==> config.mk <==
export PLATFORM = sky130hd
export DESIGN_NAME = tmr16_core
export DESIGN_NICKNAME = d
export VERILOG_FILES = /design/src/common/tmr16_pkg.sv /design/src/verilog/tmr16_core.sv /design/src/verilog/tmr16_pin_filter.sv
export VERILOG_INCLUDE_DIRS = /design/src /design/src/common
export SDC_FILE = /design/constraint.sdc
export NUM_CORES = 1
export LEC_CHECK = 0
export BUFFER_PORTS_ARGS = -buffer_cell sky130_fd_sc_hd__buf_2
export CAP_MARGIN = 20
export CORE_AREA = 2 2 155 187
export DETAILED_ROUTE_END_ITERATION = 10
export DIE_AREA = 0 0 157 189
export GPL_ROUTABILITY_DRIVEN = 0
export PLACE_DENSITY = 0.7
export SYNTH_ARGS = -nofsm -noshare
export SYNTH_HDL_FRONTEND = slang
export SYNTH_HIERARCHICAL = 1
export SYNTH_SLANG_ARGS = --single-unit
==> constraint.sdc <==
create_clock -name CLK_IN -period 9.2 [get_ports CLK_IN]
set_input_delay 0.92 -clock CLK_IN [delete_from_list [all_inputs] [get_ports CLK_IN]]
set_output_delay 0.92 -clock CLK_IN [all_outputs]
set_load 0.02 [all_outputs]
==> src/common/tmr16_defines.svh <==
// Register offsets, field positions, reset values and timing counts of the
// 16-bit timer core. Definitions only; included by bare name.
`ifndef TMR16_DEFINES_SVH
`define TMR16_DEFINES_SVH

// ----------------------------------------------------------------------
// Register offsets (byte addresses on the 8-bit register port; TMR16_OFS_OCR_BASE is matched against ADDR_IN[7:3])
// ----------------------------------------------------------------------
`define TMR16_OFS_CTRL_A 8'h00
`define TMR16_OFS_CTRL_B 8'h01
`define TMR16_OFS_CTRL_C 8'h02
`define TMR16_OFS_CNT_L 8'h04
`define TMR16_OFS_CNT_H 8'h05
`define TMR16_OFS_CAP_L 8'h06
`define TMR16_OFS_CAP_H 8'h07
`define TMR16_OFS_OCR_BASE 5'h01
`define TMR16_OFS_MASK 8'h0e
`define TMR16_OFS_FLAG 8'h0f
`define TMR16_OFS_POWER 8'h10

// ----------------------------------------------------------------------
// Field positions
// ----------------------------------------------------------------------
`define TMR16_CA_WGM_LO 1:0
`define TMR16_CB_WGM_HI 4:3
`define TMR16_CB_CS 2:0
`define TMR16_CB_CAP_SRC 5
`define TMR16_CB_CAP_EDGE 6
`define TMR16_CB_CAP_NC 7
`define TMR16_CC_FORCE 7:5
`define TMR16_FLAG_TOV 0
`define TMR16_FLAG_OCF0 1
`define TMR16_FLAG_ICF 5
`define TMR16_FLAG_USED 8'h2f
`define TMR16_POWER_GATE 0

// ----------------------------------------------------------------------
// Reset values and counter limits
// ----------------------------------------------------------------------
`define TMR16_RST_BYTE 8'h00
`define TMR16_RST_WORD 16'h0000
`define TMR16_RST_POWER 1'b0
`define TMR16_BOTTOM 16'h0000
`define TMR16_MAX 16'hffff
`define TMR16_TOP_8BIT 16'h00ff
`define TMR16_TOP_9BIT 16'h01ff
`define TMR16_TOP_10BIT 16'h03ff

// ----------------------------------------------------------------------
// Clock select codes and timing counts
// ----------------------------------------------------------------------
`define TMR16_CS_STOP 3'h0
`define TMR16_CS_DIV1 3'h1
`define TMR16_CS_DIV8 3'h2
`define TMR16_CS_DIV64 3'h3
`define TMR16_CS_DIV256 3'h4
`define TMR16_CS_DIV1024 3'h5
`define TMR16_CS_EXT_FALL 3'h6
`define TMR16_CS_EXT_RISE 3'h7
`define TMR16_NC_CYCLES 2'h3

`endif

==> src/common/tmr16_pkg.sv <==
// Types shared by the timer core and its pin filter.
// Assumes the constants header is available on the include path.
package tmr16_pkg;

   typedef enum logic [2:0] {
      TOP_MAX,
      TOP_8BIT,
      TOP_9BIT,
      TOP_10BIT,
      TOP_OCA,
      TOP_CAP
   } tmr16_top_e;

   typedef struct packed {
      logic s1;
      logic s2;
      logic s3;
      logic level;
      logic [1:0] cnt;
      logic rise;
      logic fall;
   } tmr16_filt_s;

   typedef struct packed {
      logic [7:0] ctrl_a;
      logic [7:0] ctrl_b;
      logic [7:0] ctrl_c;
      logic [7:0] mask;
      logic [7:0] flags;
      logic power_gate;
      logic [7:0] temp;
      logic [15:0] cnt;
      logic [15:0] cap;
      logic [2:0][15:0] ocr_buf;
      logic [2:0][15:0] ocr_act;
      logic [9:0] presc;
      logic block;
      logic [2:0] wave;
      logic [7:0] rdata;
      logic [7:0] irq;
   } tmr16_state_s;

endpackage

==> src/verilog/tmr16_core.sv <==
// 16-bit timer core: clock select, counter, three compare channels,
// input capture and the byte-wide register port with shared high byte.
// Assumes a single 25 MHz clock, one register strobe per cycle and pins
// that are asynchronous to that clock.
//
// The address-and-strobe port and the placing of the registers are this design's own decisions.
`timescale 1ns/1ps
`include "tmr16_defines.svh"

module tmr16_core (
   input wire logic CLK_IN,
   input wire logic NRST_IN,
   input wire logic [7:0] ADDR_IN,
   input wire logic [7:0] WDATA_IN,
   input wire logic WR_IN,
   input wire logic RD_IN,
   input wire logic EXT_COUNT_INPUT_IN,
   input wire logic CAPTURE_INPUT_PIN_IN,
   input wire logic COMPARATOR_IN,
   output logic [7:0] RDATA_OUT,
   output logic [2:0] COMPARE_OUTPUT_PINS_OUT,
   output logic [7:0] IRQ_REQ_OUT
);

   // ----------------------------------------------------------------------
   // Mode decoding
   // ----------------------------------------------------------------------
   function automatic tmr16_pkg::tmr16_top_e top_sel(input logic [3:0] wgm);
      case (wgm)
         4'h1: top_sel = tmr16_pkg::TOP_8BIT;
         4'h2: top_sel = tmr16_pkg::TOP_9BIT;
         4'h3: top_sel = tmr16_pkg::TOP_10BIT;
         4'h4: top_sel = tmr16_pkg::TOP_OCA;
         4'hc: top_sel = tmr16_pkg::TOP_CAP;
         4'he: top_sel = tmr16_pkg::TOP_CAP;
         4'hf: top_sel = tmr16_pkg::TOP_OCA;
         default: top_sel = tmr16_pkg::TOP_MAX;
      endcase
   endfunction

   // Only the single-slope PWM modes are built; modes 4 and c wrap at OCR A or the capture value, the rest count up freely.
   function automatic logic is_pwm(input logic [3:0] wgm);
      case (wgm)
         4'h1, 4'h2, 4'h3, 4'he, 4'hf: is_pwm = 1'b1;
         default: is_pwm = 1'b0;
      endcase
   endfunction

   // ----------------------------------------------------------------------
   // Pin inputs
   // ----------------------------------------------------------------------
   logic ext_rise;
   logic ext_fall;
   logic icp_rise;
   logic icp_fall;
   logic acmp_rise;
   logic acmp_fall;
   tmr16_pkg::tmr16_state_s st;
   tmr16_pkg::tmr16_state_s next_st;

   tmr16_pin_filter u_ext_filter (
      .clk_in(CLK_IN),
      .nrst_in(NRST_IN),
      .pin_in(EXT_COUNT_INPUT_IN),
      .filter_en_in(1'b0),
      .level_out(),
      .rise_out(ext_rise),
      .fall_out(ext_fall)
   );

   tmr16_pin_filter u_icp_filter (
      .clk_in(CLK_IN),
      .nrst_in(NRST_IN),
      .pin_in(CAPTURE_INPUT_PIN_IN),
      .filter_en_in(st.ctrl_b[`TMR16_CB_CAP_NC]),
      .level_out(),
      .rise_out(icp_rise),
      .fall_out(icp_fall)
   );

   tmr16_pin_filter u_acmp_filter (
      .clk_in(CLK_IN),
      .nrst_in(NRST_IN),
      .pin_in(COMPARATOR_IN),
      .filter_en_in(st.ctrl_b[`TMR16_CB_CAP_NC]),
      .level_out(),
      .rise_out(acmp_rise),
      .fall_out(acmp_fall)
   );

   // ----------------------------------------------------------------------
   // Next-state logic
   // ----------------------------------------------------------------------
   logic [3:0] wgm;
   logic pwm;
   logic ctc;
   tmr16_pkg::tmr16_top_e tsel;
   logic [15:0] top;
   logic tick;
   logic wrap;
   logic [7:0] set_flags;
   logic [7:0] clr_flags;
   logic [2:0] match;
   logic [2:0] force_cmp;
   logic [1:0] com;
   logic cap_edge_r;
   logic cap_edge_f;
   logic cap_event;
   logic oc_hit;
   logic [1:0] oc_idx;

   always_comb begin
      next_st = st;
      wgm = {st.ctrl_b[`TMR16_CB_WGM_HI], st.ctrl_a[`TMR16_CA_WGM_LO]};
      pwm = is_pwm(wgm);
      tsel = top_sel(wgm);
      ctc = !pwm && ((tsel == tmr16_pkg::TOP_OCA) || (tsel == tmr16_pkg::TOP_CAP));
      tick = 1'b0;
      set_flags = 8'h00;
      clr_flags = 8'h00;
      match = 3'h0;
      force_cmp = 3'h0;
      com = 2'h0;
      oc_hit = (ADDR_IN[7:3] == `TMR16_OFS_OCR_BASE) && (ADDR_IN[2:1] != 2'h3);
      oc_idx = ADDR_IN[2:1];

      case (tsel)
         tmr16_pkg::TOP_8BIT: top = `TMR16_TOP_8BIT;
         tmr16_pkg::TOP_9BIT: top = `TMR16_TOP_9BIT;
         tmr16_pkg::TOP_10BIT: top = `TMR16_TOP_10BIT;
         tmr16_pkg::TOP_OCA: top = st.ocr_act[0];
         tmr16_pkg::TOP_CAP: top = st.cap;
         default: top = `TMR16_MAX;
      endcase

      // The prescaler is frozen while the power gate is set, so the whole
      // timer stands still without losing its register contents.
      if (!st.power_gate) begin
         next_st.presc = 10'(st.presc + 10'h001);
         case (st.ctrl_b[`TMR16_CB_CS])
            `TMR16_CS_DIV1: tick = 1'b1;
            `TMR16_CS_DIV8: tick = &st.presc[2:0];
            `TMR16_CS_DIV64: tick = &st.presc[5:0];
            `TMR16_CS_DIV256: tick = &st.presc[7:0];
            `TMR16_CS_DIV1024: tick = &st.presc[9:0];
            `TMR16_CS_EXT_FALL: tick = ext_fall;
            `TMR16_CS_EXT_RISE: tick = ext_rise;
            default: tick = 1'b0;
         endcase
      end

      // ------------------------------------------------------------------
      // Counter and overflow
      // ------------------------------------------------------------------
      wrap = (st.cnt == top);
      if (tick) begin
         next_st.cnt = wrap ? `TMR16_BOTTOM : st.cnt + 16'h0001;
         next_st.block = 1'b0;
         if (ctc ? (st.cnt == `TMR16_MAX) : wrap) begin
            set_flags[`TMR16_FLAG_TOV] = 1'b1;
         end
         // Buffered compare values take effect at TOP in PWM modes, so a
         // new duty cycle never produces a glitch mid-period.
         if (pwm && wrap) begin
            next_st.ocr_act = st.ocr_buf;
         end
      end

      // ------------------------------------------------------------------
      // Compare channels and waveform
      // ------------------------------------------------------------------
      for (int i = 0; i < 3; i++) begin
         com = st.ctrl_a[7 - 2 * i -: 2];
         match[i] = tick && !st.block && (st.cnt == st.ocr_act[i]);
         set_flags[`TMR16_FLAG_OCF0 + i] = match[i];
         force_cmp[i] = WR_IN && (ADDR_IN == `TMR16_OFS_CTRL_C) && !pwm
            && WDATA_IN[7 - i];
         if (com == 2'h0) begin
            next_st.wave[i] = 1'b0;
         end else if (pwm) begin
            if ((i == 0) && (tsel == tmr16_pkg::TOP_OCA)) begin
               next_st.wave[i] = 1'b0;
            end else begin
               if (match[i]) begin
                  next_st.wave[i] = (com == 2'h3);
               end
               if (tick && wrap) begin
                  next_st.wave[i] = (com == 2'h2);
               end
            end
         end else if (match[i] || force_cmp[i]) begin
            case (com)
               2'h1: next_st.wave[i] = !st.wave[i];
               2'h2: next_st.wave[i] = 1'b0;
               default: next_st.wave[i] = 1'b1;
            endcase
         end
      end

      // ------------------------------------------------------------------
      // Input capture
      // ------------------------------------------------------------------
      cap_edge_r = st.ctrl_b[`TMR16_CB_CAP_SRC] ? acmp_rise : icp_rise;
      cap_edge_f = st.ctrl_b[`TMR16_CB_CAP_SRC] ? acmp_fall : icp_fall;
      cap_event = !st.power_gate && (tsel != tmr16_pkg::TOP_CAP)
         && (st.ctrl_b[`TMR16_CB_CAP_EDGE] ? cap_edge_r : cap_edge_f);
      if (cap_event) begin
         next_st.cap = st.cnt;
         set_flags[`TMR16_FLAG_ICF] = 1'b1;
      end

      // ------------------------------------------------------------------
      // Register writes
      // ------------------------------------------------------------------
      if (WR_IN) begin
         case (ADDR_IN)
            `TMR16_OFS_CTRL_A: next_st.ctrl_a = WDATA_IN;
            `TMR16_OFS_CTRL_B: next_st.ctrl_b = WDATA_IN;
            `TMR16_OFS_CTRL_C: next_st.ctrl_c = {3'h0, WDATA_IN[4:0]};
            `TMR16_OFS_CNT_H, `TMR16_OFS_CAP_H: next_st.temp = WDATA_IN;
            `TMR16_OFS_CNT_L: begin
               // A written count suppresses the match on the next tick.
               next_st.cnt = {st.temp, WDATA_IN};
               next_st.block = 1'b1;
            end
            `TMR16_OFS_CAP_L: next_st.cap = {st.temp, WDATA_IN};
            `TMR16_OFS_MASK: next_st.mask = WDATA_IN & `TMR16_FLAG_USED;
            `TMR16_OFS_FLAG: clr_flags = WDATA_IN;
            `TMR16_OFS_POWER: next_st.power_gate = WDATA_IN[`TMR16_POWER_GATE];
            default: begin
               if (oc_hit && ADDR_IN[0]) begin
                  next_st.temp = WDATA_IN;
               end else if (oc_hit) begin
                  next_st.ocr_buf[oc_idx] = {st.temp, WDATA_IN};
                  if (!pwm) begin
                     next_st.ocr_act[oc_idx] = {st.temp, WDATA_IN};
                  end
               end
            end
         endcase
      end

      // A hardware set in the same cycle as a software clear wins.
      next_st.flags = ((st.flags & ~clr_flags) | set_flags) & `TMR16_FLAG_USED;
      next_st.irq = next_st.flags & st.mask;

      // ------------------------------------------------------------------
      // Register reads
      // ------------------------------------------------------------------
      next_st.rdata = 8'h00;
      if (RD_IN) begin
         case (ADDR_IN)
            `TMR16_OFS_CTRL_A: next_st.rdata = st.ctrl_a;
            `TMR16_OFS_CTRL_B: next_st.rdata = st.ctrl_b;
            `TMR16_OFS_CTRL_C: next_st.rdata = st.ctrl_c;
            `TMR16_OFS_CNT_L: begin
               next_st.rdata = st.cnt[7:0];
               next_st.temp = st.cnt[15:8];
            end
            `TMR16_OFS_CAP_L: begin
               next_st.rdata = st.cap[7:0];
               next_st.temp = st.cap[15:8];
            end
            `TMR16_OFS_CNT_H, `TMR16_OFS_CAP_H: next_st.rdata = st.temp;
            `TMR16_OFS_MASK: next_st.rdata = st.mask;
            `TMR16_OFS_FLAG: next_st.rdata = st.flags;
            `TMR16_OFS_POWER: next_st.rdata = {7'h00, st.power_gate};
            default: begin
               // Compare values read straight from the buffer, both bytes,
               // and leave the temporary register alone.
               if (oc_hit) begin
                  next_st.rdata = ADDR_IN[0] ? st.ocr_buf[oc_idx][15:8]
                     : st.ocr_buf[oc_idx][7:0];
               end
            end
         endcase
      end
   end

   // ----------------------------------------------------------------------
   // State register
   // ----------------------------------------------------------------------
   always_ff @(posedge CLK_IN or negedge NRST_IN) begin
      if (!NRST_IN) begin
         st <= '0;
         st.power_gate <= `TMR16_RST_POWER;
      end else begin
         st <= next_st;
      end
   end

   assign RDATA_OUT = st.rdata;
   assign COMPARE_OUTPUT_PINS_OUT = st.wave;
   assign IRQ_REQ_OUT = st.irq;

endmodule // tmr16_core

==> src/verilog/tmr16_pin_filter.sv <==
// Synchroniser and optional noise canceler for one timer input pin.
// Assumes the pin is asynchronous to CLK; edges come out as one-cycle pulses.
`timescale 1ns/1ps
`include "tmr16_defines.svh"

module tmr16_pin_filter (
   input wire logic clk_in,
   input wire logic nrst_in,
   input wire logic pin_in,
   input wire logic filter_en_in,
   output logic level_out,
   output logic rise_out,
   output logic fall_out
);

   tmr16_pkg::tmr16_filt_s st;
   tmr16_pkg::tmr16_filt_s next_st;

   // A change counts only once the second and third stage agree; with the
   // canceler on it must also hold for several further samples.
   always_comb begin
      next_st = st;
      next_st.s1 = pin_in;
      next_st.s2 = st.s1;
      next_st.s3 = st.s2;
      next_st.rise = 1'b0;
      next_st.fall = 1'b0;
      if ((st.s2 == st.s3) && (st.s3 != st.level)) begin
         if (!filter_en_in || (st.cnt == `TMR16_NC_CYCLES)) begin
            next_st.level = st.s3;
            next_st.rise = st.s3;
            next_st.fall = !st.s3;
            next_st.cnt = 2'h0;
         end else begin
            next_st.cnt = st.cnt + 2'h1;
         end
      end else begin
         next_st.cnt = 2'h0;
      end
   end

   always_ff @(posedge clk_in or negedge nrst_in) begin
      if (!nrst_in) begin
         st <= '0;
      end else begin
         st <= next_st;
      end
   end

   assign level_out = st.level;
   assign rise_out = st.rise;
   assign fall_out = st.fall;

endmodule // tmr16_pin_filter

==> reports/results.tsv, run 1 <==
metric	value	unit
CORE AREA	27700	µm²
Tcrit/Tclk final	45.7	%
initial antenna violation count	2	
Hold WC Path Type	flip-flop to flip-flop	
vias in the first global route	9644	
RR Startpoint	st[195]	
buffers added on ports	38	
share of layout cells above drive strength 1	15.7	%
most frequent cells in the layout	dfrtp_1, nand2_1, o21ai_0	
status	completed	
total CTS buffers	23	
Max Cap Viol	0	
final hold violation count	0	
Sw Pwr	804	µW
Worst Skew	0.0362	ns
Final Max Slew Viols	0	
post-synthesis sequential area ratio	44.3	%
Sink Count	219	
Worst-path clk slew	0.06	ns
P_leak	5.39	nW
Max Buffers Root-to-Sink	3	
GRT Residual Overflow	0	
synthesized cell area	12400	µm²
CP Class	flip-flop to flip-flop	
Post-CTS Resized	0	
met1 Resource Use GR	32.8	%
Worst Path Max Fanout	105	
Least-Margin Pin Slew	1.09	ns
Clock power frac	35.8	%
HP Start	u_ext_filter/next_st[6]	
area of the die	29700	µm²
Skew-Pair Late Insertion Delay	0.54	ns
# DRC	0	
Worst R2R Path Depth	9	
Multi-input gate area	6250	µm²
placed cells	1558	
fin crit period	4.21	ns
top post-synthesis cells by area	dfrtp_1, mux2_2, xor2_1	
WL/cell	22.3	µm
flop-to-flop setup slack	4.99	ns
Critical Path Source Type	flip-flop	
Final setup viols	0	
Pint	1.76	mW
First-pass DRT Iterations	6	
Rel. slew slack	27.4	%
met2 usage in global routing	37.5	%
Most used DFF post-synth	dfrtp_1	
syn_area_per_cell	9.87	µm²
Cell variety after synth	70	
reg2reg end	st[58]	
P&R area growth vs syn	7.76	%
Yosys reg bits	219	
switching share of power	31.3	%
Antenna Nets Post-Route	0	
Syn. warnings	6	
sequential power share	49.5	%
DR vias	9906	
DPL Wire Length	23.6	mm
total negative slack	0	ns
pin count of the biggest net entering global routing	106	
CP required	9.61	ns
Hold Path Sink	u_ext_filter/next_st[5]	
area leader, netlist	dfrtp_1	
CP arrival	4.62	ns
VDD IR-drop max	0.200	mV
initial drt markers	1150	
via density per instance	6.19	
ys async rst share	100	%
wirelength, routed	35.7	mm
chip height	189	µm
post-cts hold buffer count	0	
final worst slack	4.99	ns
dpl ws	5.17	ns
element type at the critical path end	flip-flop	
GRT Max-Usage Layer	met2	
RSZ-0062 raised after global routing	false	
Fill cells	2537	
clock root buffer	clkbuf_16	
# rows	67	
register area	5480	µm²
final std cells w/o fill	1601	
Die X	157	µm
clock tree from TritonCTS	done	
Ports	42	
Top delay family on crit path	simple AND/OR/NAND/NOR gates	
PD cells	193	nW/µm²
H-tree lvl count	1	
Initial Util	44.6	%
Overall Global Routing Usage	24.2	%
met3 usage	3.20	%
Slowest Stage Delay on Critical Path	1.05	ns
fin nets	1235	
critical path, cell by cell	nand3_1 > o221ai_2 > xnor2_1 > or4_1 > a31oi_2 > nand4_4 > buf_4 > or3b_1 > a31oi_1	
Worst Path Buf+Inv	1	
gate count after technology mapping	1253	
commonest non-fill, non-tap cell in the layout	dfrtp_1	
Comb power frac	14.7	%
Worst Hold Depth	0	
share of the synthesized area in the top cell type	44.3	%
Highest Clock Rate	0.238	GHz
number of setup buffers added after CTS	0	
Post-synth EDFFs	0	
CP max-delay cell	dfrtp_1	
global-route wire length before repair	56.0	mm
## cells by family after synthesis
| group | after synthesis | share of synthesized area [%] |
|---|---|---|
| AOI/OAI and AO/OA | 280 | 14.8 |
| xor gates and xnor gates | 76 | 5.38 |
| adders and majority gates | 6 | 0.607 |
| buffers and inverters | 145 | 5.50 |
| DFF | 219 | 44.3 |
| muxes | 122 | 10.9 |
| other | 1 | 0.0303 |
| and+or+nand+nor | 404 | 18.5 |
## power by group through the flow
| stage | logic, mW | clock network [mW] | registers [mW] |
|---|---|---|---|
| after floorplan | 0.353 | 0 | 1.13 |
| after global placement | 0.364 | 0 | 1.27 |
| after detailed placement | 0.374 | 0 | 1.28 |
| after CTS | 0.376 | 0.929 | 1.26 |
| after global routing | 0.420 | 0.966 | 1.28 |
| final | 0.378 | 0.918 | 1.27 |
## area by class of cell
type | instances | area share (%)
clock buffer | 34 | 5.08
sequential | 219 | 41.1
antenna | 2 | 0.0376
timing repair buffer | 53 | 2.50
clock inverter | 5 | 0.404
tap | 379 | 3.56
inverter | 14 | 0.394
multi-input combinational | 895 | 46.9
## metal layers
metal  part of all wire (%)  wire length, µm
met1                     40            14300
met2                     46            16600
met3                    7.9             2810
met4                    5.5             1980
met5                      0                0
## worst max path at each step
stage / slack, ns / cells after the start / to / startpoint
after floorplan: 5.97 / 6 / flip-flop / ADDR_IN[5]
after global placement: 5.17 / 9 / st[30] / st[195]
after detailed placement: 5.17 / 9 / st[30] / st[195]
after CTS: 5.14 / 9 / st[34] / st[195]
after global routing: 4.79 / 9 / st[34] / st[195]
final: 4.99 / 9 / st[58] / st[195]
## cells in the mapped netlist, types with 11 or more instances
cell      number
buf_4         20
o21ai_0       93
buf_1         14
mux2i_1       45
clkbuf_1      84
nand3_1       31
mux2_2        74
nor2_1        83
nand2_1      103
xor2_1        62
o211ai_1      11
xnor2_1       14
nor4_1        18
a31oi_1       59
a22oi_1       14
a21oi_1       24
nand2b_1      16
dfrtp_1      219
nand3b_1      12
o22ai_1       15
inv_1         14
or3b_1        46
## through the flow
step	utilization, %	area, µm²	power (mW)	hold WS, ns
after global placement	45.2	12600	1.64	0.336
final	48.0	13300	2.57	0.348
after CTS	47.9	13300	2.56	0.350
after global routing	48.0	13300	2.66	0.363
after floorplan	-	12400	1.48	0.331
after detailed placement	45.2	12600	1.65	0.338
No activity file was read; power rests on OpenSTA's default activity.
==> run 2, diff against run 1 <==
==> constraint.sdc (replaced) <==
create_clock -name CLK_IN -period 4.1 [get_ports CLK_IN]
set_input_delay 0.41 -clock CLK_IN [delete_from_list [all_inputs] [get_ports CLK_IN]]
set_output_delay 0.41 -clock CLK_IN [all_outputs]
set_load 0.02 [all_outputs]
==> reports/results.tsv, run 2 (synthesized netlist as in run 1, its figures left out) <==
metric	value	unit
status	completed	
CP Class	flip-flop to flip-flop	
CORE AREA	27700	µm²
Rel. slew slack	35.8	%
Final Max Slew Viols	0	
Worst Hold Depth	3	
DR vias	9905	
Worst Skew	0.0163	ns
Initial Util	44.6	%
Least-Margin Pin Slew	0.960	ns
Worst Path Max Fanout	105	
Comb power frac	15.5	%
Skew-Pair Late Insertion Delay	0.52	ns
HP Start	WDATA_IN[3]	
global-route wire length before repair	54.7	mm
wire length on met1	14.1	mm
total power	5.88	mW
via density per instance	6.11	
number of setup buffers added after CTS	0	
# DRC	0	
wirelength, routed	35.2	mm
Overall Global Routing Usage	23.9	%
Critical Path Source Type	flip-flop	
Final setup viols	0	
First-pass DRT Iterations	7	
fin crit period	3.56	ns
VDD IR-drop max	0.316	mV
DPL Wire Length	23.9	mm
buffers added on ports	38	
# rows	67	
Sink Count	219	
Hold WC Path Type	input port to flip-flop	
RR Startpoint	st[199]	
Max Buffers Root-to-Sink	3	
Max Cap Viol	0	
P&R area growth vs syn	9.60	%
met2 WL post-DR	16.7	mm
Tcrit/Tclk final	86.9	%
P_leak	5.52	nW
clock root buffer	clkbuf_16	
Worst-path clk slew	0.07	ns
sequential power share	47.8	%
commonest non-fill, non-tap cell in the layout	dfrtp_1	
element type at the critical path end	flip-flop	
metal3 WL	2.62	mm
CP required	4.53	ns
vias in the first global route	9410	
reg2reg end	st[31]	
Hold Path Sink	st[186]	
final hold violation count	0	
Clock power frac	36.8	%
Die X	157	µm
initial drt markers	1120	
Post-CTS Resized	0	
fin nets	1255	
Ports	42	
initial antenna violation count	3	
top layer reached by signal wires	met4	
H-tree lvl count	1	
PD cells	434	nW/µm²
Worst R2R Path Depth	9	
Fill cells	2501	
fin util	48.8	%
share of layout cells above drive strength 1	16.9	%
WL/cell	21.7	µm
Antenna Nets Post-Route	0	
total negative slack	0	ns
Pint	4.09	mW
CP arrival	4.00	ns
GRT Residual Overflow	0	
clock tree from TritonCTS	done	
Highest Clock Rate	0.281	GHz
area of the die	29700	µm²
Sw Pwr	1.79	mW
flop-to-flop setup slack	0.54	ns
chip height	189	µm
switching share of power	30.4	%
pin count of the biggest net entering global routing	108	
most frequent cells in the layout	dfrtp_1, nand2_1, o21ai_0	
total CTS buffers	22	
RSZ-0062 raised after global routing	false	
[run 2: cell count changes in the layout (fill, tap and decap cells not counted)]
cell,previous run,this run
buf_12,0,1
buf_4,14,30
bufinv_16,1,3
clkinv_2,3,2
clkbuf_1,5,3
clkinvlp_4,0,1
inv_6,1,0
dlygate4sd3_1,0,4
[run 2: how the worst max path moves through the flow]
stage,endpoint,cells after the start,from,slack [ns]
2_1_floorplan,st[75],12,st[199],1.12
3_3_place_gp,st[31],9,st[199],0.69
3_5_place_dp,st[32],9,st[199],0.66
4_1_cts,st[31],9,st[199],0.63
5_1_grt,st[31],10,st[195],0.31
6_report,st[31],9,st[199],0.54
[run 2: final cells by class]
type | instances | area [µm²] | share of cell area, %
multi-input cells | 895 | 6250 | 46.1
flip-flops and latches | 219 | 5480 | 40.5
clock buffers | 32 | 669 | 4.94
repair buffers | 74 | 513 | 3.79
well taps | 379 | 474 | 3.50
clock inverters | 6 | 108 | 0.794
inverters | 14 | 52.6 | 0.388
diodes | 2 | 5.00 | 0.0369
[run 2: what timing repair did]
action,in CTS,in global routing
endpoints found under the setup margin,0,0
hold endpoints to repair,37,0
hold buffers,4,0
[run 2: power groups by stage]
stage	clock network (mW)	logic [mW]	registers, mW
2_1_floorplan	0	0.792	2.53
3_3_place_gp	0	0.871	2.82
3_5_place_dp	0	0.894	2.83
4_1_cts	2.19	0.902	2.79
5_1_grt	2.29	1.01	2.83
6_report	2.16	0.909	2.81
[run 2: per-stage QoR]
step / setup slack, ns / instances / area (µm²) / hold WS [ns]
6_report: 0.537 / 1621 / 13500 / 0.313
5_1_grt: 0.308 / 1621 / 13500 / 0.311
4_1_cts: 0.628 / 1617 / 13500 / 0.291
3_5_place_dp: 0.661 / 1575 / 12700 / 0.337
3_3_place_gp: 0.687 / 1575 / 12700 / 0.335
2_1_floorplan: 1.12 / 1259 / 12400 / 0.114
[run 2: routing by layer]
metal | vias up | track usage, %
li1 | 4485 | -
met1 | 4855 | 31.5
met2 | 459 | 38.4
met3 | 106 | 3.66
met4 | 0 | 11.7
met5 | - | 0
[run 2: worst max-delay path, cell delays in order, from the launching register on]
cell	delay, ns
dfrtp_1	0.60
or4b_1	0.70
o221ai_1	0.26
or3_1	0.15
nand4_1	0.13
nor4_4	0.48
nand4_4	0.15
buf_12	0.22
or3b_2	0.51
a31oi_1	0.17
==> run 3, diff against run 2 <==
--- a/config.mk
+++ b/config.mk
@@ -12,7 +12,7 @@
 export DETAILED_ROUTE_END_ITERATION = 10
 export DIE_AREA = 0 0 157 189
 export GPL_ROUTABILITY_DRIVEN = 0
-export PLACE_DENSITY = 0.7
+export PLACE_DENSITY = 0.68
 export SYNTH_ARGS = -nofsm -noshare
 export SYNTH_HDL_FRONTEND = slang
 export SYNTH_HIERARCHICAL = 1
==> reports/results.tsv, run 3 (synthesized netlist as in run 1, its figures left out) <==
metric	value	unit
wirelength, routed	35.3	mm
via density per instance	6.13	
Least-Margin Pin Slew	1.04	ns
clock root buffer	clkbuf_16	
Post-DP Area	12700	µm²
most frequent cells in the layout	dfrtp_1, nand2_1, o21ai_0	
Final Max Slew Viols	0	
Critical Path Source Type	flip-flop	
P&R area growth vs syn	9.18	%
Rel. slew slack	30.7	%
DPL Wire Length	24.1	mm
Initial Util	44.6	%
Fill cells	2508	
Worst Path Max Fanout	105	
# DRC	0	
fin nets	1252	
fin util	48.6	%
buffers added on ports	38	
DR vias	9937	
RSZ-0062 raised after global routing	false	
Hold WC Path Type	input port to flip-flop	
CP required	4.54	ns
number of setup buffers added after CTS	0	
Final setup viols	0	
clock tree from TritonCTS	done	
CORE AREA	27700	µm²
Worst Path Buf+Inv	1	
Tcrit/Tclk final	88.1	%
Hold Slack	0.276	ns
global-route wire length before repair	55.3	mm
# rows	67	
area of the die	29700	µm²
chip height	189	µm
Slowest Stage Delay on Critical Path	0.70	ns
CP arrival	4.05	ns
total negative slack	0	ns
H-tree lvl count	1	
share of layout cells above drive strength 1	17.0	%
fin crit period	3.61	ns
Skew-Pair Late Insertion Delay	0.53	ns
Max Buffers Root-to-Sink	3	
Ports	42	
initial drt markers	1098	
First-pass DRT Iterations	7	
CP Class	flip-flop to flip-flop	
Worst Skew	0.0202	ns
Die X	157	µm
Sink Count	219	
WL/cell	21.8	µm
total power	5.81	mW
Worst-path clk slew	0.07	ns
commonest non-fill, non-tap cell in the layout	dfrtp_1	
Max Cap Viol	0	
Highest Clock Rate	0.277	GHz
status	completed	
GRT Residual Overflow	0	
total CTS buffers	23	
pin count of the biggest net entering global routing	106	
Overall Global Routing Usage	24.0	%
PD cells	430	nW/µm²
final hold violation count	0	
Antenna Nets Post-Route	0	
critical path, cell by cell	or4b_1 > o221ai_1 > or3_1 > nand4_1 > nor4_4 > nand4_4 > buf_12 > or3b_2 > a31oi_1	
Top delay family on crit path	simple AND/OR/NAND/NOR gates	
initial antenna violation count	1	
CP max-delay cell	or4b_1	
vias in the first global route	9619	
Final Cell Area	13500	µm²
VDD IR-drop max	0.306	mV
P_leak	5.49	nW
element type at the critical path end	flip-flop	
-- run 3: cell types whose count changed in the layout (fill, tap and decap cells not counted), sizes merged --
| cell | delta |
|---|---|
| clkinv | +5 |
| buf | -4 |
| bufinv | -2 |
| clkbuf | -1 |
| clkinvlp | +1 |
| diode | -1 |
| inv | +1 |
-- run 3: timing repair --
item / CTS / global route
hold buffers: 4 / 0
gates resized for setup: 0 / 0
hold endpoints to repair: 102 / 0
endpoints found under the setup margin: 0 / 0
-- run 3: path summary, 6_finish.rpt --
kind                                         start                 endpoint  slack (ns)  depth (start not counted)
min in group asynchronous                  NRST_IN                   st[27]        0.52                          2
min                                    WDATA_IN[4]                  st[187]        0.28                          3
max reg2reg                                st[195]                   st[34]        0.49                          9
min reg2reg                u_ext_filter/next_st[6]  u_ext_filter/next_st[5]        0.35                          0
max                                        st[195]                   st[34]        0.49                          9
max in group asynchronous                  NRST_IN                async pin        2.70                          3
-- run 3: area by class of cell --
cell class / count / area (µm²) / share of cell area [%]
antenna: 1 / 2.50 / 0.0185
clock buffer: 31 / 666 / 4.93
clock inverter: 11 / 92.6 / 0.686
inverter: 14 / 52.6 / 0.389
multi-input combinational: 895 / 6250 / 46.3
sequential: 219 / 5480 / 40.6
tap: 379 / 474 / 3.51
timing repair buffer: 70 / 483 / 3.58
-- run 3: worst min-delay path: stages --
cell and delay, ns:
buf_2 0.21, nand2_1 0.10, nand2_1 0.05
-- run 3: metal layers --
layer | GRT usage [%] | share of wire [%] | vias up
met3 | 3.71 | 6.6 | 105
met4 | 11.6 | 5.2 | 2
li1 | - | - | 4472
met5 | 0 | 0.023 | -
met1 | 31.4 | 41 | 4938
met2 | 38.8 | 47 | 420
-- run 3: metrics by stage --
step	worst slack [ns]	instances
after floorplan	1.12	1259
after global placement	0.697	1571
after detailed placement	0.619	1571
after CTS	0.596	1617
after global routing	0.291	1619
final	0.489	1620
-- run 3: power by group --
part / internal (mW) / total [mW] / leakage [nW] / switching, mW
combinational: 0.399 / 0.901 / 2.49 / 0.502
clock: 1.21 / 2.09 / 0.375 / 0.883
sequential: 2.37 / 2.82 / 2.63 / 0.443
